===== config.mk =====
export PLATFORM = sky130hd
export DESIGN_NAME = mcu_logic_return_sleep_ops
export DESIGN_NICKNAME = d
export VERILOG_FILES = /design/src/rtl/exec_alu.v /design/src/rtl/mcu_logic_return_sleep_ops.v /design/src/rtl/return_stack.v
export VERILOG_INCLUDE_DIRS = /design/src /design/src/rtl
export SDC_FILE = /design/constraint.sdc
export NUM_CORES = 2
export LEC_CHECK = 0
export BUFFER_PORTS_ARGS = -buffer_cell sky130_fd_sc_hd__clkbuf_2
export CAP_MARGIN = 10
export CORE_MARGIN = 3
export CORE_UTILIZATION = 35
export DETAILED_ROUTE_END_ITERATION = 10
export PLACE_DENSITY = 0.45
export SYNTH_ARGS = -nofsm -noshare
export SYNTH_HDL_FRONTEND = slang
export SYNTH_SLANG_ARGS = --single-unit

===== constraint.sdc =====
create_clock -name aclk -period 5.3 [get_ports aclk]
set_input_delay 1.06 -clock aclk [delete_from_list [all_inputs] [get_ports aclk]]
set_output_delay 1.06 -clock aclk [all_outputs]
set_load 0.05 [all_outputs]

===== src/rtl/core_defs.vh =====
// constants for the instruction execution block
`ifndef CORE_DEFS_VH
`define CORE_DEFS_VH
// ----------------------------------------
// register offsets (byte addresses)
// ----------------------------------------
`define OFF_INSTR    12'h000
`define OFF_STATUS   12'h004
`define OFF_ACC      12'h008
`define OFF_PC       12'h00c
`define OFF_STACK    12'h010
`define OFF_GUARD    12'h014
`define OFF_FILE_BIT 9
// ----------------------------------------
// instruction word fields
// ----------------------------------------
`define IW_OP_LSB    0
`define IW_DEST_BIT  4
`define IW_F_LSB     8
`define IW_K_LSB     16
// ----------------------------------------
// status bits
// ----------------------------------------
`define ST_C         0
`define ST_DC        1
`define ST_Z         2
`define ST_PD        3
`define ST_TO        4
`define ST_BUSY      5
`define ST_SLEEP     6
`define ST_GIE       7
`define ST_WAKE      8
// ----------------------------------------
// opcodes
// ----------------------------------------
`define OP_IDLE      4'h0
`define OP_OR_F      4'h1
`define OP_STORE     4'h2
`define OP_LOAD      4'h3
`define OP_RL        4'h4
`define OP_RR        4'h5
`define OP_RETURN_LITERAL_IN_ACCUMULATOR     4'h6
`define OP_RETURN    4'h7
`define OP_INTERRUPT_EXIT_INSTRUCTION    4'h8
`define OP_SLEEP     4'h9
`define OP_LITERAL_MINUS_ACCUMULATOR     4'ha
`define OP_XOR_LITERAL_ACCUMULATOR     4'hb
// ----------------------------------------
// reset values and timing
// ----------------------------------------
`define RST_PD       1'b1
`define RST_TO       1'b1
`define RST_PC       13'h0000
`define CLK_NS       100
`define ICYC_NS      400
`define ICYC_CLKS    (`ICYC_NS / `CLK_NS)
`define RESP_OKAY    2'h0
`define RESP_SLVERR  2'h2
`endif


===== src/rtl/exec_alu.v =====
// combinational operation unit for the accumulator instructions
`timescale 1ns/1ps
`include "core_defs.vh"
module exec_alu (
   // operation
   input  wire [3:0] op,
   input  wire       dest,
   input  wire [7:0] acc,
   input  wire [7:0] fval,
   input  wire [7:0] lit,
   input  wire       c_in,
   // result
   output reg  [7:0] res,
   output reg        c_out,
   output reg        dc_out,
   output reg        upd_c,
   output reg        upd_dc,
   output reg        upd_z,
   output reg        to_acc,
   output reg        to_file
);
   reg [8:0] diff;
   reg [4:0] ndiff;
   always @* begin
      diff    = {1'b0, lit} + {1'b0, ~acc} + 9'h001;
      ndiff   = {1'b0, lit[3:0]} + {1'b0, ~acc[3:0]} + 5'h01;
      res     = 8'h00;
      c_out   = c_in;
      dc_out  = 1'b0;
      upd_c   = 1'b0;
      upd_dc  = 1'b0;
      upd_z   = 1'b0;
      to_acc  = 1'b0;
      to_file = 1'b0;
      case (op)
         `OP_OR_F: begin
            res = acc | fval;
            upd_z = 1'b1;
            to_acc = ~dest;
            to_file = dest;
         end
         `OP_STORE: begin
            res = acc;
            to_file = 1'b1;
         end
         `OP_LOAD: begin
            res = fval;
            upd_z = 1'b1;
            to_acc = ~dest;
            to_file = dest;
         end
         `OP_RL: begin
            res = {fval[6:0], c_in};
            c_out = fval[7];
            upd_c = 1'b1;
            to_acc = ~dest;
            to_file = dest;
         end
         `OP_RR: begin
            res = {c_in, fval[7:1]};
            c_out = fval[0];
            upd_c = 1'b1;
            to_acc = ~dest;
            to_file = dest;
         end
         `OP_RETURN_LITERAL_IN_ACCUMULATOR: begin
            res = lit;
            to_acc = 1'b1;
         end
         `OP_LITERAL_MINUS_ACCUMULATOR: begin
            // carry set means no borrow
            res = diff[7:0];
            c_out = diff[8];
            dc_out = ndiff[4];
            upd_c = 1'b1;
            upd_dc = 1'b1;
            upd_z = 1'b1;
            to_acc = 1'b1;
         end
         `OP_XOR_LITERAL_ACCUMULATOR: begin
            res = acc ^ lit;
            upd_z = 1'b1;
            to_acc = 1'b1;
         end
         default: begin
            res = 8'h00;
         end
      endcase
   end
endmodule


===== src/rtl/mcu_logic_return_sleep_ops.v =====
// instruction execution core with an axi4-lite register port
//
// Design decisions made here: register access over AXI4-Lite and the address map.
`timescale 1ns/1ps
`include "core_defs.vh"
module mcu_logic_return_sleep_ops (
   // clock and reset
   input  wire        aclk,
   input  wire        aresetn,
   // write address
   input  wire [11:0] s_axi_awaddr,
   input  wire [2:0]  s_axi_awprot,
   input  wire        s_axi_awvalid,
   output wire        s_axi_awready,
   // write data
   input  wire [31:0] s_axi_wdata,
   input  wire [3:0]  s_axi_wstrb,
   input  wire        s_axi_wvalid,
   output wire        s_axi_wready,
   // write response
   output reg  [1:0]  s_axi_bresp,
   output reg         s_axi_bvalid,
   input  wire        s_axi_bready,
   // read address
   input  wire [11:0] s_axi_araddr,
   input  wire [2:0]  s_axi_arprot,
   input  wire        s_axi_arvalid,
   output wire        s_axi_arready,
   // read data
   output reg  [31:0] s_axi_rdata,
   output reg  [1:0]  s_axi_rresp,
   output reg         s_axi_rvalid,
   input  wire        s_axi_rready,
   // core state
   output reg         oscillator_halted_r
);
   // ----------------------------------------
   // helpers
   // ----------------------------------------
   function [31:0] merge;
      input [31:0] old;
      input [31:0] nw;
      input [3:0]  strb;
      integer      b;
      begin
         merge = old;
         for (b = 0; b < 4; b = b + 1) begin
            if (strb[b]) begin
               merge[b*8 +: 8] = nw[b*8 +: 8];
            end
         end
      end
   endfunction

   function mapped;
      input [11:0] a;
      begin
         mapped = a[`OFF_FILE_BIT] || a == `OFF_INSTR || a == `OFF_STATUS ||
                  a == `OFF_ACC || a == `OFF_PC || a == `OFF_STACK ||
                  a == `OFF_GUARD;
      end
   endfunction

   // ----------------------------------------
   // state
   // ----------------------------------------
   reg  [7:0]  file_mem [0:127];
   reg  [7:0]  acc_r;
   reg  [12:0] pc_r;
   reg         c_r;
   reg         dc_r;
   reg         z_r;
   reg         pd_r;
   reg         to_r;
   reg         gie_r;
   reg  [31:0] instr_r;
   reg         pending_r;
   reg         second_r;
   reg  [7:0]  guard_r;
   reg  [7:0]  presc_r;
   reg  [1:0]  div_r;
   reg  [11:0] awaddr_r;
   reg         aw_full_r;
   reg  [31:0] wdata_r;
   reg  [3:0]  wstrb_r;
   reg         w_full_r;
   integer     i;

   wire        tick;
   wire        busy;
   wire        exec;
   wire        do_write;
   wire [3:0]  op;
   wire        dest;
   wire [6:0]  faddr;
   wire [7:0]  lit;
   wire [7:0]  fval;
   wire [7:0]  res;
   wire        c_out;
   wire        dc_out;
   wire        upd_c;
   wire        upd_dc;
   wire        upd_z;
   wire        to_acc;
   wire        to_file;
   wire        is_ret;
   wire [12:0] head;
   wire [3:0]  depth;
   wire        push;
   wire [31:0] wr_val;
   wire [31:0] status_word;

   // ----------------------------------------
   // instruction cycle divider
   // ----------------------------------------
   assign tick = ({30'h0, div_r} == (`ICYC_CLKS - 1));
   always @(posedge aclk) begin
      if (!aresetn) begin
         div_r <= 2'h0;
      end else if (tick) begin
         div_r <= 2'h0;
      end else begin
         div_r <= div_r + 2'h1;
      end
   end

   // ----------------------------------------
   // decode and execute
   // ----------------------------------------
   assign op     = instr_r[`IW_OP_LSB +: 4];
   assign dest   = instr_r[`IW_DEST_BIT];
   assign faddr  = instr_r[`IW_F_LSB +: 7];
   assign lit    = instr_r[`IW_K_LSB +: 8];
   assign fval   = file_mem[faddr];
   assign busy   = pending_r | second_r;
   // a halted core takes no new instruction until software wakes it
   assign exec   = tick & pending_r & ~oscillator_halted_r;
   assign is_ret = (op == `OP_RETURN_LITERAL_IN_ACCUMULATOR) || (op == `OP_RETURN) || (op == `OP_INTERRUPT_EXIT_INSTRUCTION);

   exec_alu u_alu (
      .op      (op),
      .dest    (dest),
      .acc     (acc_r),
      .fval    (fval),
      .lit     (lit),
      .c_in    (c_r),
      .res     (res),
      .c_out   (c_out),
      .dc_out  (dc_out),
      .upd_c   (upd_c),
      .upd_dc  (upd_dc),
      .upd_z   (upd_z),
      .to_acc  (to_acc),
      .to_file (to_file)
   );

   assign push = do_write && awaddr_r == `OFF_STACK;

   return_stack u_stack (
      .aclk      (aclk),
      .aresetn   (aresetn),
      .push      (push),
      .pop       (exec & is_ret),
      .push_data (wdata_r[12:0]),
      .head      (head),
      .depth_r   (depth)
   );

   // ----------------------------------------
   // axi4-lite write side
   // ----------------------------------------
   // writes stall while an instruction is in flight, so software
   // and the core never update the same state in one cycle
   assign s_axi_awready = ~aw_full_r;
   assign s_axi_wready  = ~w_full_r;
   // a halted core executes nothing, so the wake write must not stall
   assign do_write      = aw_full_r & w_full_r & ~s_axi_bvalid &
                          (~busy | oscillator_halted_r);
   assign wr_val        = s_axi_wdata;

   always @(posedge aclk) begin
      if (!aresetn) begin
         aw_full_r    <= 1'b0;
         w_full_r     <= 1'b0;
         awaddr_r     <= 12'h000;
         wdata_r      <= 32'h0000_0000;
         wstrb_r      <= 4'h0;
         s_axi_bvalid <= 1'b0;
         s_axi_bresp  <= `RESP_OKAY;
      end else begin
         if (s_axi_awvalid && !aw_full_r) begin
            aw_full_r <= 1'b1;
            awaddr_r  <= {s_axi_awaddr[11:2], 2'h0};
         end
         if (s_axi_wvalid && !w_full_r) begin
            w_full_r <= 1'b1;
            wdata_r  <= wr_val;
            wstrb_r  <= s_axi_wstrb;
         end
         if (do_write) begin
            aw_full_r    <= 1'b0;
            w_full_r     <= 1'b0;
            s_axi_bvalid <= 1'b1;
            s_axi_bresp  <= mapped(awaddr_r) ? `RESP_OKAY : `RESP_SLVERR;
         end else if (s_axi_bvalid && s_axi_bready) begin
            s_axi_bvalid <= 1'b0;
         end
      end
   end

   // ----------------------------------------
   // core registers
   // ----------------------------------------
   always @(posedge aclk) begin
      if (!aresetn) begin
         acc_r               <= 8'h00;
         pc_r                <= `RST_PC;
         c_r                 <= 1'b0;
         dc_r                <= 1'b0;
         z_r                 <= 1'b0;
         pd_r                <= `RST_PD;
         to_r                <= `RST_TO;
         gie_r               <= 1'b0;
         instr_r             <= 32'h0000_0000;
         pending_r           <= 1'b0;
         second_r            <= 1'b0;
         oscillator_halted_r <= 1'b0;
         for (i = 0; i < 128; i = i + 1) begin
            file_mem[i] <= 8'h00;
         end
      end else if (exec) begin
         pending_r <= 1'b0;
         // idle falls through: one cycle, nothing but the pc moves
         pc_r <= is_ret ? head : pc_r + 13'h0001;
         second_r <= is_ret;
         if (to_acc) begin
            acc_r <= res;
         end
         if (to_file) begin
            file_mem[faddr] <= res;
         end
         if (upd_c) begin
            c_r <= c_out;
         end
         if (upd_dc) begin
            dc_r <= dc_out;
         end
         if (upd_z) begin
            z_r <= (res == 8'h00);
         end
         if (op == `OP_INTERRUPT_EXIT_INSTRUCTION) begin
            gie_r <= 1'b1;
         end
         if (op == `OP_SLEEP) begin
            pd_r                <= 1'b0;
            to_r                <= 1'b1;
            oscillator_halted_r <= 1'b1;
         end
      end else if (tick && second_r) begin
         second_r <= 1'b0;
      end else if (do_write) begin
         if (awaddr_r[`OFF_FILE_BIT]) begin
            if (wstrb_r[0]) begin
               file_mem[awaddr_r[8:2]] <= wdata_r[7:0];
            end
         end else begin
            case (awaddr_r)
               `OFF_INSTR: begin
                  instr_r   <= merge(instr_r, wdata_r, wstrb_r);
                  pending_r <= 1'b1;
               end
               `OFF_STATUS: begin
                  if (wstrb_r[0]) begin
                     c_r   <= wdata_r[`ST_C];
                     dc_r  <= wdata_r[`ST_DC];
                     z_r   <= wdata_r[`ST_Z];
                     gie_r <= wdata_r[`ST_GIE];
                  end
                  if (wstrb_r[1] && wdata_r[`ST_WAKE]) begin
                     oscillator_halted_r <= 1'b0;
                  end
               end
               `OFF_ACC: begin
                  if (wstrb_r[0]) begin
                     acc_r <= wdata_r[7:0];
                  end
               end
               `OFF_PC: begin
                  pc_r <= wdata_r[12:0];
               end
               default: begin
                  pc_r <= pc_r;
               end
            endcase
         end
      end
   end

   // ----------------------------------------
   // guard timer and prescaler
   // ----------------------------------------
   // keeps counting while halted, it has its own oscillator
   always @(posedge aclk) begin
      if (!aresetn) begin
         guard_r <= 8'h00;
         presc_r <= 8'h00;
      end else if (exec && op == `OP_SLEEP) begin
         guard_r <= 8'h00;
         presc_r <= 8'h00;
      end else if (tick) begin
         presc_r <= presc_r + 8'h01;
         if (presc_r == 8'hff) begin
            guard_r <= guard_r + 8'h01;
         end
      end
   end

   // ----------------------------------------
   // axi4-lite read side
   // ----------------------------------------
   assign s_axi_arready = ~s_axi_rvalid;
   assign status_word   = {24'h000000, gie_r, oscillator_halted_r, busy,
                           to_r, pd_r, z_r, dc_r, c_r};

   always @(posedge aclk) begin
      if (!aresetn) begin
         s_axi_rvalid <= 1'b0;
         s_axi_rdata  <= 32'h0000_0000;
         s_axi_rresp  <= `RESP_OKAY;
      end else if (s_axi_arvalid && !s_axi_rvalid) begin
         s_axi_rvalid <= 1'b1;
         s_axi_rresp  <= mapped(s_axi_araddr) ? `RESP_OKAY : `RESP_SLVERR;
         if (s_axi_araddr[`OFF_FILE_BIT]) begin
            s_axi_rdata <= {24'h000000, file_mem[s_axi_araddr[8:2]]};
         end else begin
            case ({s_axi_araddr[11:2], 2'h0})
               `OFF_INSTR:  s_axi_rdata <= instr_r;
               `OFF_STATUS: s_axi_rdata <= status_word;
               `OFF_ACC:    s_axi_rdata <= {24'h000000, acc_r};
               `OFF_PC:     s_axi_rdata <= {19'h00000, pc_r};
               `OFF_STACK:  s_axi_rdata <= {28'h0000000, depth};
               `OFF_GUARD:  s_axi_rdata <= {16'h0000, presc_r, guard_r};
               default:     s_axi_rdata <= 32'h0000_0000;
            endcase
         end
      end else if (s_axi_rvalid && s_axi_rready) begin
         s_axi_rvalid <= 1'b0;
      end
   end
endmodule


===== src/rtl/return_stack.v =====
// eight entry circular return address stack
`timescale 1ns/1ps
module return_stack (
   // clock and reset
   input  wire        aclk,
   input  wire        aresetn,
   // control
   input  wire        push,
   input  wire        pop,
   input  wire [12:0] push_data,
   // state
   output wire [12:0] head,
   output reg  [3:0]  depth_r
);
   reg [12:0] mem [0:7];
   reg [2:0]  ptr_r;
   integer    i;
   // underflow wraps like a ring; depth only saturates for software view
   assign head = mem[ptr_r - 3'h1];
   always @(posedge aclk) begin
      if (!aresetn) begin
         ptr_r   <= 3'h0;
         depth_r <= 4'h0;
         for (i = 0; i < 8; i = i + 1) begin
            mem[i] <= 13'h0000;
         end
      end else if (push) begin
         mem[ptr_r] <= push_data;
         ptr_r      <= ptr_r + 3'h1;
         if (depth_r != 4'h8) begin
            depth_r <= depth_r + 4'h1;
         end
      end else if (pop) begin
         ptr_r <= ptr_r - 3'h1;
         if (depth_r != 4'h0) begin
            depth_r <= depth_r - 4'h1;
         end
      end
   end
endmodule


==> flow_metrics.env <==
export IMPL_status="finished, final reports clean"
export IMPL_worstHoldStart="div_r[0]"
export IMPL_worstSetupStartpointType="flip-flop"
export IMPL_hpwl_microns=179000
export IMPL_clock_latency_ns=0.81
export IMPL_ant_nets=0
export IMPL_start_util_pct=35.3
export IMPL_final_setup_viol_count=0
export IMPL_synth_top_cell_area_share_pct=50.9
export IMPL_async_flop_share_pct=0
export IMPL_first_iter_violations=5340
export IMPL_worstPathMaxFanout=64
export IMPL_clock_root_buffer="clkbuf_16"
export IMPL_grt_max_degree=65
export IMPL_cts_buffers_inserted=153
export IMPL_synth_most_common_cell="nor2_1"
export IMPL_clk_pin_slew_ns=0.06
export IMPL_synthTopCellsByCount="nor2_1 (1228), edfxtp_1 (1128), mux4_2 (570), nand2_1 (481), mux2i_1 (211)"
export IMPL_maxCapViolCount=0
export IMPL_whs_ns=0.426
export IMPL_holdBufCountCts=0
export IMPL_maxSlewViolCount=0
export IMPL_core_sq_um=188000
export IMPL_via_count=45978
export IMPL_power_density_nw_per_um2=309
export IMPL_antenna_found_initial=9
export IMPL_setup_ws_ns=0.104
export IMPL_syn_to_final_growth_pct=15.3
export IMPL_routed_wl_microns=253000
export IMPL_synth_area_leaders="edfxtp_1 (51%), mux4_2 (19%), nor2_1 (6.9%)"
export IMPL_grt_first_pass_wirelength_microns=356000
export IMPL_drtPass1Iterations=5
export IMPL_hold_viol_final=0
export IMPL_synth_edf_count=1128
export IMPL_rsz0062_at_grt="false"
export IMPL_fin_crit_ns=5.20
export IMPL_die_height_microns=442
export IMPL_p_leak_nw=25.3
export IMPL_ys_types=72
export IMPL_holdPathStages=1
export IMPL_clkPwrFrac_pct=44.1
export IMPL_critPathCaptureType="flip-flop"
export IMPL_reg2reg_to="file_mem[72][5]"
export IMPL_setup_tns_ns=0
export IMPL_drc=0
export IMPL_critPathArrivalTime_ns=5.71
export IMPL_tritoncts="done"
export IMPL_ys_ff_latch=1305
export IMPL_worst_slew_pin_transition_ns=1.27
export IMPL_swShare_pct=23.6
export IMPL_cts_sinks=1305
export IMPL_syn_area_per_cell_sq_um=13.1
export IMPL_vdd_drop_max_mv=0.331
export IMPL_io_pins=115
export IMPL_via_per_inst=5.81
export IMPL_port_buffers=104
export IMPL_synth_seq_area_share_pct=56.2
export IMPL_regToRegSetupSlack_ns=0.10
export IMPL_p_int_mw=18.1
export IMPL_grt_pass1_vias=44962
export IMPL_wire_per_inst_microns=32.0
export IMPL_pwr_share_comb_pct=6.7
export IMPL_hold_class="flip-flop to flip-flop"
export IMPL_finalCritPeriodShare_pct=98.0
export IMPL_die_x_microns=442
export IMPL_rows=159
export IMPL_synth_warning_count=0
export IMPL_r2r_worst_path_cells=14
export IMPL_cts_buffer_depth=3
export IMPL_p_seq_share_pct=49.2
export IMPL_syn_cell_area_sq_um=66600
export IMPL_timing_fmax_ghz=0.192
export IMPL_worstPathRequired_ns=5.82
export IMPL_grt_overflow=0
export IMPL_nets=5381
export IMPL_track_usage_pct=25.6
export IMPL_syn_inst=5097
export IMPL_synth_top_cell_by_area="edfxtp_1"
export IMPL_post_route_cells_drive_above_1_share_pct=24.2
export IMPL_fillers=17540
export IMPL_ys_flop_type="edfxtp_1"
export IMPL_cts_resized=0
export IMPL_relSlewSlack_pct=15.1
export IMPL_worstSetupPathType="flip-flop to flip-flop"
export IMPL_finalClockSkew_ns=0.0320
export IMPL_switchingPower_mw=5.59
export IMPL_postCtsSetupRepairBufs=0
export IMPL_hold_path_endpoint="div_r[0]"
export IMPL_fin_util_pct=40.7
export IMPL_dp_slack_ns=0.292
export IMPL_gp_congestion=0.911
export IMPL_dieArea_sq_um=195000
export IMPL_htree_levels=4
## logic make-up (layout without fill, tap and decap cells)
logic type      after synthesis  in the layout  share of synthesized area (%)
xor+xnor                     34             34                          0.447
buf+inv                     455            767                           3.17
fa+ha+maj                    18             18                          0.361
simple gates               2048           2048                           12.7
other cells                   1             10                        0.00563
flops                      1305           1305                           56.2
compound gates              433            433                           4.27
mux                         803            803                           22.8
## per-stage QoR
step           area, sq um  power (mW)  std cells
2_1_floorplan        66600        12.7       5098
3_3_place_gp         71900        13.4       7629
3_5_place_dp         71900        13.5       7630
4_1_cts              76700        23.9       7905
5_1_grt              76700        24.3       7905
6_report             76700        23.7       7913
## sequential cells by signal, indices dropped and copies added, names as in the netlist, 2 cells and up, named ones only
| signal | cells |
|---|---|
| file_mem | 1024 |
| s_axi_rdata | 32 |
| u_stack.mem | 104 |
| wstrb_r | 4 |
| div_r | 2 |
| pc_r | 13 |
| u_stack.ptr_r | 3 |
| acc_r | 8 |
| wdata_r | 32 |
| instr_r | 32 |
| u_stack.depth_r | 4 |
| awaddr_r | 10 |
| presc_r | 8 |
| guard_r | 8 |
## how the worst max path moves through the flow
stage                                 end             from  slack, ns  depth (start not counted)
final                     file_mem[72][5]        flip-flop       0.10                         14
after global routing      file_mem[65][5]        flip-flop       0.03                         14
after CTS                 file_mem[72][5]        flip-flop       0.28                         14
after floorplan            s_axi_rdata[1]  s_axi_araddr[2]       1.01                         10
after detailed placement  file_mem[72][5]        flip-flop       0.29                         14
after global placement    file_mem[94][5]        flip-flop       0.38                         14
## power groups by stage
stage	sequential, mW	clock, mW	combinational [mW]
6_report	11.7	10.5	1.58
5_1_grt	11.7	11.0	1.64
4_1_cts	11.7	10.6	1.58
3_5_place_dp	11.9	0	1.57
3_3_place_gp	11.9	0	1.57
2_1_floorplan	11.8	0	0.923
## per-layer routing
metal | routed length [microns] | GRT usage [%] | vias to the layer above
met5 | 19 | 0 | -
met4 | 10700 | 9.82 | 2
met3 | 19400 | 4.45 | 403
met2 | 118000 | 40.7 | 2031
met1 | 105000 | 34.9 | 23990
li1 | - | - | 19552
## cell usage in the layout, fill, tap and decap left out, types with 11 or more instances in the layout
master | netlist | routed
clkbuf_16 | 0 | 156
o21ai_0 | 58 | 54
bufinv_16 | 0 | 11
buf_12 | 0 | 59
nor4_1 | 13 | 11
clkbuf_2 | 1 | 101
and3_1 | 13 | 13
o22ai_1 | 22 | 22
and2_1 | 125 | 125
nand4_1 | 18 | 18
edfxtp_1 | 1128 | 1128
nor3_1 | 46 | 40
mux2_2 | 22 | 22
xnor2_1 | 16 | 16
clkinv_1 | 3 | 30
nand3_1 | 43 | 43
nand2b_1 | 23 | 23
clkinv_2 | 0 | 21
nand2_1 | 481 | 481
a22oi_1 | 79 | 79
a21oi_1 | 132 | 132
a31oi_1 | 15 | 15
dfxtp_1 | 177 | 171
nor2_1 | 1228 | 1228
inv_1 | 27 | 27
clkbuf_1 | 200 | 33
ha_1 | 16 | 16
buf_4 | 21 | 297
nor2b_1 | 25 | 22
a211oi_1 | 28 | 27
xor2_1 | 18 | 18
mux2i_1 | 211 | 203
mux4_2 | 570 | 570
## layout make-up
| class | count | area [sq um] | share of cell area, % |
|---|---|---|---|
| well taps | 2495 | 3120 | 4.07 |
| diodes | 8 | 20.0 | 0.0261 |
| flip-flops and latches | 1305 | 37400 | 48.8 |
| inverters | 32 | 125 | 0.163 |
| repair buffers | 460 | 3960 | 5.16 |
| clock buffers | 197 | 4130 | 5.38 |
| clock inverters | 78 | 708 | 0.923 |
| multi-input cells | 3338 | 27200 | 35.5 |
## worst max-delay path, stage by stage (launching register included)
cell	delay [ns]
dfxtp_4	0.68
buf_12	0.33
buf_4	0.25
mux4_2	0.52
mux4_2	0.52
mux2i_1	0.48
buf_4	0.25
o22ai_1	0.08
nand3_1	0.10
o311ai_0	0.17
a21oi_1	0.16
nand2_1	0.21
mux2i_4	0.44
buf_12	0.29
nor2_1	0.10
No activity file was read; power rests on OpenSTA's default activity.
